[config.mk]
export PLATFORM = sky130hd
export DESIGN_NAME = ccp_clock_ctrl
export DESIGN_NICKNAME = d
export VERILOG_FILES = /design/src/rtl/ccp_pkg.sv /design/src/rtl/ccp_osc_if.sv /design/src/rtl/ccp_clock_ctrl.sv /design/src/rtl/ccp_rc_osc.sv /design/src/rtl/ccp_clk_switch.sv
export SDC_FILE = /design/constraint.sdc
export NUM_CORES = 1
export LEC_CHECK = 0
export BUFFER_PORTS_ARGS = -buffer_cell sky130_fd_sc_hd__buf_2
export CORE_UTILIZATION = 40
export DETAILED_ROUTE_END_ITERATION = 6
export PLACE_DENSITY_LB_ADDON = 0.3
export SETUP_SLACK_MARGIN = 0.5
export SLEW_MARGIN = 5
export SYNTH_ARGS = -nofsm -noshare
export SYNTH_HDL_FRONTEND = slang
export SYNTH_SLANG_ARGS = --single-unit
[constraint.sdc]
create_clock -name CLK -period 2.4 [get_ports CLK]
set_clock_uncertainty 0.1 [all_clocks]
set_input_delay 0.36 -clock CLK [delete_from_list [all_inputs] [get_ports CLK]]
set_output_delay 0.36 -clock CLK [all_outputs]
set_load 0.02 [all_outputs]
[src/rtl/ccp_pkg.sv]
// Package: constants and types for the system clock and power-mode block
// Function
// - select codes 000-110 run CPU from divided fast clock; 111 from sub clock
// - code n divides fast clock by two to the n; 111 selects sub clock
// - fast clock comes from fast RC osc, sub clock from slow RC osc only
// - leaving fast for sub clock, fast osc runs or stops per its enable bit
// - FAST mode keeps CPU and all three clocks running; keep bits ignored
// - SLOW mode keeps sub and slow osc clocks; fast clock follows enable bit
// - halt with both keep bits 0 enters SLEEP: CPU, system, fast, sub stop
// - in SLEEP slow osc clock runs only when watchdog enabled
// - halt with keep 01 enters idle_low_only; system clock on only when 111
// - halt with keep 11 enters idle_both; all clocks on, CPU off
// - halt with keep 10 enters idle_high_only; sub off; sys on for 000-110
// - enabling fast osc clears stable flag, sets it once oscillator settles
// - source switch completes in 4 current periods plus source/target alignment
package ccp_pkg;
  // Register byte offsets
  localparam logic [3:0] OFS_SCC    = 4'h0;
  localparam logic [3:0] OFS_FOSC   = 4'h4;
  localparam logic [3:0] OFS_CTRL   = 4'h8;
  localparam logic [3:0] OFS_STATUS = 4'hc;
  // Register field positions
  localparam int SCC_SEL_LSB    = 5;
  localparam int SCC_HS_KEEP    = 1;
  localparam int SCC_LS_KEEP    = 0;
  localparam int FOSC_EN_BIT    = 0;
  localparam int FOSC_STABLE    = 1;
  localparam int CTRL_WDT_BIT   = 0;
  localparam int STAT_BUSY_BIT  = 3;
  localparam int STAT_ACT_LSB   = 4;
  // Reset values
  localparam logic [2:0] SEL_RESET   = 3'h2;
  localparam logic       FOSC_EN_RST = 1'b1;
  // Select encoding
  localparam logic [2:0] SEL_SUB     = 3'h7;
  localparam int         DIV_BITS    = 6;
  // Switch drain length in current system clock periods
  localparam logic [2:0] SWITCH_DRAIN = 3'h4;
  // Oscillator frequencies and core clock
  localparam longint CLK_HZ      = 125000000;
  localparam longint FAST_OSC_HZ = 20000000;
  localparam longint SLOW_OSC_HZ = 32000;
  localparam int FAST_TICK_DIV = int'(CLK_HZ / FAST_OSC_HZ);
  localparam int SLOW_TICK_DIV = int'(CLK_HZ / SLOW_OSC_HZ);
  // Fast oscillator settling time, least time rounds up
  localparam longint FAST_SETTLE_NS = 1000;
  localparam int FAST_SETTLE_CYC = int'((FAST_SETTLE_NS * CLK_HZ + 999999999) / 1000000000);
  localparam int SLOW_SETTLE_CYC = 1;

  typedef enum logic [2:0] {
    MODE_RUN,
    MODE_SLEEP,
    MODE_IDLE_LOW,
    MODE_IDLE_BOTH,
    MODE_IDLE_HIGH
  } ccp_mode_t;
endpackage

[src/rtl/ccp_osc_if.sv]
// Interface: oscillator enable, tick and stable flag
`timescale 1ns/1ps
`default_nettype none
interface ccp_osc_if;
  logic en;
  logic tick;
  logic stable;
  modport src (input en, output tick, output stable);
  modport user (output en, input tick, input stable);
endinterface
`default_nettype wire

[src/rtl/ccp_clock_ctrl.sv]
// System clock selection and power-mode controller top
`timescale 1ns/1ps
`default_nettype none
module ccp_clock_ctrl #(
  parameter int FAST_DIV   = ccp_pkg::FAST_TICK_DIV,
  parameter int SLOW_DIV   = ccp_pkg::SLOW_TICK_DIV,
  parameter int FAST_SETTLE = ccp_pkg::FAST_SETTLE_CYC
) (
  // Clock and reset
  input  wire logic        CLK,
  input  wire logic        SRST,
  // Avalon-MM slave
  input  wire logic [3:0]  AVS_ADDRESS,
  input  wire logic        AVS_READ,
  input  wire logic        AVS_WRITE,
  input  wire logic [31:0] AVS_WRITEDATA,
  input  wire logic [3:0]  AVS_BYTEENABLE,
  output logic [31:0]      AVS_READDATA,
  output logic             AVS_WAITREQUEST,
  // CPU core power control
  input  wire logic        HALT,
  input  wire logic        WAKE,
  output logic             CPU_RUN,
  // Clock ticks to CPU and peripherals
  output logic             SYS_TICK,
  output logic             FAST_TICK,
  output logic             SUB_TICK,
  output logic             SLOW_OSC_TICK
);
  localparam int DIV_W = ccp_pkg::DIV_BITS;

  // Registers
  logic [2:0]        sel_r;
  logic              hs_keep_r;
  logic              ls_keep_r;
  logic              fosc_en_r;
  logic              wdt_en_r;
  ccp_pkg::ccp_mode_t mode_r;
  logic [DIV_W-1:0]  div_cnt_r;
  logic              wait_r;
  logic [31:0]       rdata_r;
  logic              cpu_run_r;
  logic              sys_tick_r;
  logic              fast_tick_r;
  logic              sub_tick_r;
  logic              slow_rc_osc_tick_r;

  // Bus request decode
  logic       req;
  logic       wr_go;
  logic       lane0;
  logic [7:0] src_tick;
  logic       sw_tick;
  logic [2:0] sel_act;
  logic       sw_busy;
  logic       sel_fast;
  logic       sys_on;
  logic       sub_on;

  ccp_osc_if fast_osc ();
  ccp_osc_if slow_osc ();

  // Fast clock from the fast RC osc, sub clock from the slow one
  ccp_rc_osc #(
    .TICK_DIV   (FAST_DIV),
    .SETTLE_CYC (FAST_SETTLE)
  ) u_fast (
    .clk  (CLK),
    .srst (SRST),
    .osc  (fast_osc.src)
  );

  ccp_rc_osc #(
    .TICK_DIV   (SLOW_DIV),
    .SETTLE_CYC (ccp_pkg::SLOW_SETTLE_CYC)
  ) u_slow (
    .clk  (CLK),
    .srst (SRST),
    .osc  (slow_osc.src)
  );

  assign req   = AVS_READ || AVS_WRITE;
  assign wr_go = AVS_WRITE && !wait_r;
  assign lane0 = AVS_BYTEENABLE[0];
  assign sel_fast = (sel_act != ccp_pkg::SEL_SUB);

  // Power-of-two tick on the all-ones prescaler count
  function automatic logic div_hit(input logic [DIV_W-1:0] cnt, input int n);
    logic [DIV_W-1:0] mask;
    mask = DIV_W'((1 << n) - 1);
    return (cnt & mask) == mask;
  endfunction

  always_ff @(posedge CLK) begin
    if (SRST || !fast_osc.en)
      div_cnt_r <= '0;
    else if (fast_osc.tick)
      div_cnt_r <= div_cnt_r + 1'b1;
  end

  // Codes 0..6 give fast divided by 2^n, code 7 gives sub clock
  genvar gi;
  generate
    for (gi = 0; gi < 7; gi++) begin : g_div
      assign src_tick[gi] = fast_osc.tick && div_hit(div_cnt_r, gi);
    end
  endgenerate
  assign src_tick[ccp_pkg::SEL_SUB] = slow_osc.tick;

  ccp_clk_switch u_switch (
    .clk      (CLK),
    .srst     (SRST),
    .sel_req  (sel_r),
    .src_tick (src_tick),
    .sys_tick (sw_tick),
    .sel_act  (sel_act),
    .busy     (sw_busy)
  );

  // Fast osc: forced on while it feeds the CPU or a switch toward it
  // In SLOW mode it follows its enable bit
  always_comb begin
    case (mode_r)
      ccp_pkg::MODE_RUN:       fast_osc.en = sel_fast || sel_r != ccp_pkg::SEL_SUB
                                             || fosc_en_r;
      ccp_pkg::MODE_IDLE_BOTH: fast_osc.en = 1'b1;
      ccp_pkg::MODE_IDLE_HIGH: fast_osc.en = 1'b1;
      default:                 fast_osc.en = 1'b0;
    endcase
  end

  // Slow osc runs always except SLEEP without watchdog
  assign slow_osc.en = !(mode_r == ccp_pkg::MODE_SLEEP && !wdt_en_r);

  // Peripheral sub clock and system clock gating per mode
  always_comb begin
    case (mode_r)
      ccp_pkg::MODE_RUN: begin
        sys_on = 1'b1;
        sub_on = 1'b1;
      end
      ccp_pkg::MODE_IDLE_LOW: begin
        sys_on = !sel_fast;
        sub_on = 1'b1;
      end
      ccp_pkg::MODE_IDLE_BOTH: begin
        sys_on = 1'b1;
        sub_on = 1'b1;
      end
      ccp_pkg::MODE_IDLE_HIGH: begin
        sys_on = sel_fast;
        sub_on = 1'b0;
      end
      default: begin
        sys_on = 1'b0;
        sub_on = 1'b0;
      end
    endcase
  end

  // Halt picks the off-mode from the keep bits; keep bits unused in run
  always_ff @(posedge CLK) begin
    if (SRST) begin
      mode_r <= ccp_pkg::MODE_RUN;
    end else if (mode_r == ccp_pkg::MODE_RUN) begin
      if (HALT) begin
        case ({hs_keep_r, ls_keep_r})
          2'h0:    mode_r <= ccp_pkg::MODE_SLEEP;
          2'h1:    mode_r <= ccp_pkg::MODE_IDLE_LOW;
          2'h3:    mode_r <= ccp_pkg::MODE_IDLE_BOTH;
          default: mode_r <= ccp_pkg::MODE_IDLE_HIGH;
        endcase
      end
    end else if (WAKE) begin
      mode_r <= ccp_pkg::MODE_RUN;
    end
  end

  // Clock outputs, registered
  always_ff @(posedge CLK) begin
    if (SRST) begin
      cpu_run_r   <= 1'b0;
      sys_tick_r  <= 1'b0;
      fast_tick_r <= 1'b0;
      sub_tick_r  <= 1'b0;
      slow_rc_osc_tick_r <= 1'b0;
    end else begin
      cpu_run_r   <= (mode_r == ccp_pkg::MODE_RUN);
      sys_tick_r  <= sw_tick && sys_on;
      fast_tick_r <= fast_osc.tick;
      sub_tick_r  <= slow_osc.tick && sub_on;
      slow_rc_osc_tick_r <= slow_osc.tick;
    end
  end

  // Software registers; written only in the accepting cycle
  always_ff @(posedge CLK) begin
    if (SRST) begin
      sel_r     <= ccp_pkg::SEL_RESET;
      hs_keep_r <= 1'b0;
      ls_keep_r <= 1'b0;
      fosc_en_r <= ccp_pkg::FOSC_EN_RST;
      wdt_en_r  <= 1'b0;
    end else if (wr_go && lane0) begin
      case (AVS_ADDRESS)
        ccp_pkg::OFS_SCC: begin
          sel_r     <= AVS_WRITEDATA[ccp_pkg::SCC_SEL_LSB +: 3];
          hs_keep_r <= AVS_WRITEDATA[ccp_pkg::SCC_HS_KEEP];
          ls_keep_r <= AVS_WRITEDATA[ccp_pkg::SCC_LS_KEEP];
        end
        ccp_pkg::OFS_FOSC: fosc_en_r <= AVS_WRITEDATA[ccp_pkg::FOSC_EN_BIT];
        ccp_pkg::OFS_CTRL: wdt_en_r  <= AVS_WRITEDATA[ccp_pkg::CTRL_WDT_BIT];
        default: ;
      endcase
    end
  end

  // One wait cycle per access; read data loaded while waitrequest is high
  always_ff @(posedge CLK) begin
    if (SRST)
      wait_r <= 1'b1;
    else
      wait_r <= !(req && wait_r);
  end

  always_ff @(posedge CLK) begin
    if (SRST) begin
      rdata_r <= '0;
    end else if (AVS_READ && wait_r) begin
      rdata_r <= '0;
      case (AVS_ADDRESS)
        ccp_pkg::OFS_SCC: begin
          rdata_r[ccp_pkg::SCC_SEL_LSB +: 3] <= sel_r;
          rdata_r[ccp_pkg::SCC_HS_KEEP]      <= hs_keep_r;
          rdata_r[ccp_pkg::SCC_LS_KEEP]      <= ls_keep_r;
        end
        ccp_pkg::OFS_FOSC: begin
          rdata_r[ccp_pkg::FOSC_EN_BIT] <= fosc_en_r;
          rdata_r[ccp_pkg::FOSC_STABLE] <= fast_osc.stable;
        end
        ccp_pkg::OFS_CTRL: rdata_r[ccp_pkg::CTRL_WDT_BIT] <= wdt_en_r;
        ccp_pkg::OFS_STATUS: begin
          rdata_r[2:0]                        <= mode_r;
          rdata_r[ccp_pkg::STAT_BUSY_BIT]     <= sw_busy;
          rdata_r[ccp_pkg::STAT_ACT_LSB +: 3] <= sel_act;
        end
        default: ;
      endcase
    end
  end

  assign AVS_READDATA    = rdata_r;
  assign AVS_WAITREQUEST = wait_r;
  assign CPU_RUN         = cpu_run_r;
  assign SYS_TICK        = sys_tick_r;
  assign FAST_TICK       = fast_tick_r;
  assign SUB_TICK        = sub_tick_r;
  assign SLOW_OSC_TICK   = slow_rc_osc_tick_r;
endmodule
`default_nettype wire

[src/rtl/ccp_rc_osc.sv]
// RC oscillator model: tick generator with settling flag
`timescale 1ns/1ps
`default_nettype none
module ccp_rc_osc #(
  parameter int TICK_DIV   = 6,
  parameter int SETTLE_CYC = 125
) (
  // Clock and reset
  input  wire logic clk,
  input  wire logic srst,
  // Oscillator port
  ccp_osc_if.src    osc
);
  localparam int PW = $clog2(TICK_DIV + 1);
  localparam int SW = $clog2(SETTLE_CYC + 1);
  localparam logic [PW-1:0] PER_LAST = PW'(TICK_DIV - 1);
  localparam logic [SW-1:0] SET_LAST = SW'(SETTLE_CYC);

  logic [PW-1:0] ph_r;
  logic [SW-1:0] settle_r;
  logic          tick_r;
  logic          stable_r;

  // Phase counter runs only while enabled so a stopped osc gives no ticks
  always_ff @(posedge clk) begin
    if (srst || !osc.en) begin
      ph_r   <= '0;
      tick_r <= 1'b0;
    end else begin
      tick_r <= (ph_r == PER_LAST) && stable_r;
      ph_r   <= (ph_r == PER_LAST) ? '0 : ph_r + 1'b1;
    end
  end

  // Flag drops with the enable and rises after settling
  always_ff @(posedge clk) begin
    if (srst || !osc.en) begin
      settle_r <= '0;
      stable_r <= 1'b0;
    end else if (settle_r != SET_LAST) begin
      settle_r <= settle_r + 1'b1;
    end else begin
      stable_r <= 1'b1;
    end
  end

  assign osc.tick   = tick_r;
  assign osc.stable = stable_r;
endmodule
`default_nettype wire

[src/rtl/ccp_clk_switch.sv]
// Glitch-free system clock source switch on tick boundaries
`timescale 1ns/1ps
`default_nettype none
module ccp_clk_switch (
  // Clock and reset
  input  wire logic       clk,
  input  wire logic       srst,
  // Requested select and candidate ticks
  input  wire logic [2:0] sel_req,
  input  wire logic [7:0] src_tick,
  // Results
  output logic            sys_tick,
  output logic [2:0]      sel_act,
  output logic            busy
);
  typedef enum logic [1:0] {SW_STEADY, SW_DRAIN, SW_ALIGN} ccp_sw_t;

  ccp_sw_t    st_r;
  logic [2:0] act_r;
  logic [2:0] tgt_r;
  logic [2:0] cnt_r;
  logic       cur_tick;
  logic       tgt_tick;

  assign cur_tick = src_tick[act_r];
  assign tgt_tick = src_tick[tgt_r];

  // Drain whole current periods, then hand over on a target tick
  always_ff @(posedge clk) begin
    if (srst) begin
      st_r  <= SW_STEADY;
      act_r <= ccp_pkg::SEL_RESET;
      tgt_r <= ccp_pkg::SEL_RESET;
      cnt_r <= '0;
    end else if (sel_req != tgt_r && sel_req != act_r) begin
      st_r  <= SW_DRAIN;
      tgt_r <= sel_req;
      cnt_r <= '0;
    end else begin
      case (st_r)
        SW_STEADY: begin
          tgt_r <= act_r;
          if (sel_req != act_r) begin
            st_r  <= SW_DRAIN;
            tgt_r <= sel_req;
            cnt_r <= '0;
          end
        end
        SW_DRAIN: begin
          if (sel_req == act_r) begin
            st_r  <= SW_STEADY;
            tgt_r <= act_r;
          end else if (cur_tick) begin
            cnt_r <= cnt_r + 1'b1;
            if (cnt_r + 1'b1 == ccp_pkg::SWITCH_DRAIN)
              st_r <= SW_ALIGN;
          end
        end
        SW_ALIGN: begin
          // Change only at a target edge so no short pulse appears
          if (tgt_tick) begin
            act_r <= tgt_r;
            st_r  <= SW_STEADY;
          end
        end
        default: st_r <= SW_STEADY;
      endcase
    end
  end

  // Parked during alignment; the handover tick is swallowed, since it may
  // land just after the last old tick and would make a short period
  assign sys_tick = (st_r == SW_ALIGN) ? 1'b0 : cur_tick;
  assign sel_act  = act_r;
  assign busy     = (st_r != SW_STEADY);
endmodule
`default_nettype wire

==> results of run 1 <==
## area by class of cell
cell class	instances	area (sq um)
well taps	105	131.4
clock inverters	4	72.57
multi-input cells	282	1883
inverters	14	52.55
fillers	792	4322
repair buffers	46	272.8
clock buffers	12	145.1
flip-flops and latches	68	1379
## power by group through the flow
stage          combinational [W]  clock, W  sequential (W)
2_1_floorplan           0.000138         0         0.00119
3_3_place_gp            0.000146         0         0.00119
3_5_place_dp            0.000147         0         0.00119
4_1_cts                 0.000148   0.00106         0.00116
5_1_grt                 0.000169   0.00110         0.00116
6_report                0.000151   0.00103         0.00116
## final timing paths
| kind | endpoint | slack, ns |
|---|---|---|
| setup / recovery | u_switch.sel_act[2] | 0.41 |
| hold / removal | AVS_WAITREQUEST | 0.14 |
| setup reg to reg | u_switch.sel_act[2] | 0.41 |
| hold reg to reg | u_slow.osc.stable | 0.33 |
## metal layers
metal / track usage / share of wire / vias to the layer above
met3: 0.05153 / 0.046 / 12
met4: 0.05682 / 0.016 / 0
met1: 0.1787 / 0.46 / 1294
met2: 0.2717 / 0.48 / 53
met5: 0 / 0 / -
li1: - / - / 1353
## cell usage after synthesis (3+ instances only)
master	instances	area (sq um)
mux2i_1	21	210.2
nand4_1	8	50.05
and3_1	3	18.77
nor3_1	9	45.04
nor3b_1	5	37.54
buf_2	4	20.02
buf_6	6	67.56
and2_1	3	18.77
nand2_1	26	97.59
buf_4	25	187.7
a211oi_1	5	37.54
clkbuf_1	3	11.26
nor2_1	54	202.7
o211ai_1	3	22.52
nor2b_1	7	43.79
nand3_1	13	65.06
nor4_1	3	18.77
ha_1	14	175.2
a22oi_1	5	37.54
a31oi_1	3	18.77
a21oi_1	15	75.07
nand2b_1	4	25.02
inv_1	14	52.55
xnor2_1	12	105.1
xor2_1	13	113.9
dfxtp_1	68	1361
## state kept, by name, indices dropped and copies added (netlist names), 2 cells and up
| name | cells |
|---|---|
| div_cnt_r | 6 |
| AVS_READDATA | 8 |
| u_switch.sel_act | 3 |
| u_slow.ph_r | 12 |
| u_fast.settle_r | 7 |
| u_switch.cnt_r | 3 |
| sel_r | 3 |
| u_switch.tgt_r | 3 |
| u_fast.ph_r | 3 |
| u_switch.st_r | 2 |
| mode_r | 3 |
## stage by stage
| step | cell area, sq um | total power [W] |
|---|---|---|
| 6_report | 3936 | 0.002342 |
| 5_1_grt | 3936 | 0.002432 |
| 4_1_cts | 3824 | 0.002371 |
| 3_5_place_dp | 3522 | 0.001338 |
| 3_3_place_gp | 3522 | 0.001336 |
| 2_1_floorplan | 3515 | 0.001329 |
## what timing repair did
action                     CTS  global route
hold endpoints to repair     0             0
setup endpoints to repair   23            20
pin swaps                    3            11
resized for setup           14            12
buffers inserted             3             8
cloned                       0             1
hold buffers                 0             0
## logic make-up (layout without fill, tap and decap cells)
logic type      count (synthesis)  in the layout  share of synthesized area
compound gates                 50             50                     0.1008
mux                            22             22                    0.06796
other cells                     1             24                   0.001095
buf+inv                        54             76                     0.1071
simple gates                  146            147                     0.2104
flops                          68             68                     0.3975
xor+xnor                       25             25                    0.06394
fa+ha+maj                      14             14                    0.05115
==> reports/metrics.yaml, run 1 <==
critical_path:
  path_depth: 8
  cpMostUsedCell: "ha_4"
  crit_start: "div_cnt_r[1]"
  path_buf_inv: 0
  critPathLaunchType: "flip-flop"
  crit_family: "simple AND/OR/NAND/NOR gates"
  cp_data_required_time_ns: 2.57
  critical_path.endpoint_type: "flip-flop"
  r2r_cells: 8
  r2r_start: "div_cnt_r[1]"
  arrival_ns: 2.16
  crit_path_cell_trace: "ha_4 > and3_4 > ha_4 > nand2_4 > o211ai_1 > a41oi_2 > and3b_2 > mux2i_1"
  cpPeakStageDelay_ns: 0.35
  critical_path_class: "reg2reg"
  cp_max_fo: 4
  critical-path-slowest-cell: "dfxtp_2"
sta:
  fin_crit_sh: 0.8282
  setup_viol: 0
  final_max_slew_viol_count: 0
  timing.final.ws_setup_ns: 0.4124
  rsz0062_at_grt: "yes"
  fmaxAchievable_mhz: 503.1
  whs_ns: 0.1375
  timing.final.crit_period_ns: 1.988
  tightest_slew_ns: 0.6033
  totalNegativeSetupSlack_ns: 0
  max-slew-margin-rel: 0.5978
  hold_viol_final: 0
cells_and_area:
  layout.cells.non_filler: 531
  diodes: 0
  drive_above_1_share: 0.1972
  utilization: 0.4767
  area_growth_pct: 14.94
  final_cell_mix: "62 x dfxtp_1, 54 x nor2_1, 29 x buf_2, 24 x nand2_1, 24 x conb_1"
  nets: 481
  layout_commonest_cell: "dfxtp_1"
drt:
  wl_um: 6753
  antenna_left: 0
  drc: 0
  drtIter0Drc: 88
  vias: 2712
  wire_per_inst_um: 12.72
  routed_via_density: 5.107
  dr.pass1.iters: 6
placed_design:
  place_inst: 503
  globalplace.congestion: 0.7609
  pre_cts_slack_ns: 0.3542
  port_buffers: 29
  dp_hpwl_um: 4647
floorplan:
  core.rowCount: 33
  initial_core_util: 0.4147
  num_io_pins: 84
  core_sq_um: 8258
  die_x_um: 94.53
  dieArea_sq_um: 8935
  die_h_um: 94.53
synth:
  synth_area_per_cell_sq_um: 9.012
  syn_area_sq_um: 3425
  ys.warnings.count: 0
  synth_cells: 380
  synth-seq-cells: 68
  yosysSeqAreaShare: 0.3975
  synth.distinct_cells: 54
  async_flop_share: 0
  synth_ff_type: "dfxtp_1"
  synth_edf_count: 0
run:
  maxCapViolCount: 0
cts:
  cts_buffer_depth: 2
  clkTransAtPathRegs_ns: 0.07
  tritoncts: "yes"
  cts_sinks: 68
  cts_root_buffer: "clkbuf_8"
  htree_levels: 3
  cts_buffers: 9
  insertion_delay_ns: 0.35
power:
  switching_power_w: 0.0005388
  max-vdd-ir-drop_mv: 0.3464
  p_int_w: 0.001803
  powerDensity_nw_per_um2: 595.0
  pwr-share-seq: 0.495
  clkPwrFrac: 0.440
  combinationalPowerShare: 0.065
  power_switching_share: 0.2300
  p_leak_nw: 1.620
global_route:
  overflow: 0
  grt_util_all_layers: 0.1565
  grt_pass1_vias: 2416
  grt_pass1_wl_um: 10730
  grt_start_max_net_pins: 19
  antenna_found_initial: 0
min_path:
  min_path_type: "in2reg"
  worstHoldStart: "AVS_WRITE"
  whs_path_depth: 2
run_status:
  outcome: "finished, final reports clean"
Note: power is estimated with default switching activity, not from simulation.
==> run 2, diff against run 1 <==
Clock period 2.4 ns to 1.8 ns, I/O delays scaled along.
==> run 2 against run 1 <==
Net effect:
- the flow now finishes with violations (negative setup slack)
- utilization increased by 6.4 points
- highest routed layer is now met5
- hold slack got worse by 0.092 ns
- fmax increased by 5.1%
- largest power group unchanged
- non-clock buffer count increased by 18
- sequential cell count unchanged
- sequential power increased by 34%
- design area increased by 13%
- power increased by 38%
- combinational power increased by 86%
- clock-buffer cell count decreased by 1
- critical path type unchanged
- sequential share of layout area decreased by 3.9 points
==> reports/metrics.yaml, run 2 (same netlist as run 1, synthesis figures left out) <==
run_status:
  outcome: "finished, violations left"
  violations: "negative setup slack"
cells_and_area:
  utilization: 0.5409
  largest_reg_flops: 12
  diodes: 0
  layout_commonest_cell: "dfxtp_1"
  drive_above_1_share: 0.3775
  final_cell_mix: "53 x dfxtp_1, 36 x nor2_1, 29 x buf_2, 26 x buf_4, 24 x conb_1"
  max_flop_register: "u_slow.ph_r"
  nets: 501
  area_growth_pct: 30.43
sta:
  final_max_slew_viol_count: 0
  max-slew-margin-rel: 0.6304
  tightest_slew_ns: 0.5538
  setup_viol: 6
  timing.final.ws_setup_ns: -0.09033
  fmaxAchievable_mhz: 529.0
  totalNegativeSetupSlack_ns: -0.3136
  hold_viol_final: 0
  rsz0062_at_grt: "yes"
  fin_crit_sh: 1.050
  timing.final.crit_period_ns: 1.890
critical_path:
  r2r_start: "div_cnt_r[1]"
  r2r_setup_slack_ns: -0.09
  critPathLaunchType: "flip-flop"
  arrival_ns: 2.06
  cpPeakStageDelay_ns: 0.35
  r2r_cells: 8
  crit_path_cell_trace: "ha_4 > and3_4 > ha_4 > nand2_2 > o211ai_1 > a41oi_1 > and3b_2 > mux2i_1"
  cp_data_required_time_ns: 1.97
  critical_path.endpoint_type: "flip-flop"
  r2r_end: "u_switch.sel_act[2]"
  crit_family: "simple AND/OR/NAND/NOR gates"
  path_buf_inv: 0
  cpMostUsedCell: "ha_4"
  critical-path-slowest-cell: "dfxtp_2"
  cp_max_fo: 3
  critical_path_class: "reg2reg"
cts:
  cts_sinks: 68
  cts_root_buffer: "clkbuf_8"
  clkTransAtPathRegs_ns: 0.07
  ctsHoldBuffers: 0
  cts_buffers: 9
  insertion_delay_ns: 0.34
  cts_buffer_depth: 2
  tritoncts: "yes"
  htree_levels: 3
drt:
  vias: 2777
  wire_per_inst_um: 13.40
  antenna_left: 0
  drtIter0Drc: 90
  drc: 0
  routed_via_density: 5.049
  dr.pass1.iters: 4
  wl_um: 7371
power:
  p_leak_nw: 1.759
  powerDensity_nw_per_um2: 723.4
  max-vdd-ir-drop_mv: 0.5507
floorplan:
  die_h_um: 94.53
  dieArea_sq_um: 8935
  core_sq_um: 8258
  die_x_um: 94.53
  num_io_pins: 84
  initial_core_util: 0.4147
  core.rowCount: 33
global_route:
  grt_start_max_net_pins: 18
  grt_pass1_vias: 2669
  antenna_found_initial: 1
  overflow: 0
  grt_pass1_wl_um: 12120
  grt_util_all_layers: 0.1748
placed_design:
  globalplace.congestion: 0.7610
  dp_hpwl_um: 5022
  port_buffers: 29
min_path:
  worstHoldEndpoint: "AVS_WAITREQUEST"
  min_path_type: "in2reg"
  whs_path_depth: 2
  worstHoldStart: "AVS_WRITE"
run:
  maxCapViolCount: 0
[run 2: layout make-up]
type	count	area, sq um
multi-input cells	284	2218
flip-flops and latches	68	1390
clock inverters	4	72.57
inverters	14	52.55
well taps	105	131.4
repair buffers	64	450.4
clock buffers	11	151.4
fillers	734	3791
[run 2: worst max path at each step]
stage | cells past startpoint | end | startpoint | slack [ns]
after floorplan | 9 | u_switch.sel_act[1] | div_cnt_r[0] | -0.005
after CTS | 8 | u_switch.sel_act[2] | div_cnt_r[1] | -0.09
final | 8 | u_switch.sel_act[2] | div_cnt_r[1] | -0.09
after global placement | 8 | u_switch.sel_act[2] | div_cnt_r[1] | -0.1
after global routing | 7 | u_switch.sel_act[1] | div_cnt_r[1] | -0.24
after detailed placement | 7 | u_switch.sel_act[2] | div_cnt_r[1] | -0.15
[run 2: timing repair]
item / in CTS / in global routing
resized for setup: 49 / 49
setup buffers: 6 / 3
endpoints found under the hold margin: 0 / 0
pin swaps: 10 / 6
endpoints found under the setup margin: 59 / 52
gates cloned: 3 / 0
[run 2: power by group]
group          internal [W]  switching [W]  total, W
combinational     0.0000981       0.000183  0.000281
sequential          0.00153      0.0000241   0.00155
clock              0.000845       0.000555   0.00140
[run 2: metrics by stage]
step / hold WS [ns] / total power [W] / instance area (sq um) / worst slack (ns) / instances
floorplan: 0.2783 / 0.001787 / 3613 / -0.005304 / 403
global placement: 0.3091 / 0.001795 / 3760 / -0.09597 / 523
detailed placement: 0.3165 / 0.001800 / 3760 / -0.1457 / 523
CTS: 0.02918 / 0.003244 / 4250 / -0.09159 / 547
global route: 0.03291 / 0.003381 / 4467 / -0.2411 / 550
finish: 0.04576 / 0.003231 / 4467 / -0.09033 / 550
[run 2: metal layers]
metal	track usage	up-vias	part of all wire
met5	0	-	0.0018
met4	0.04924	2	0.0068
met3	0.06119	6	0.045
met2	0.3019	56	0.49
met1	0.2041	1319	0.45
li1	-	1394	-
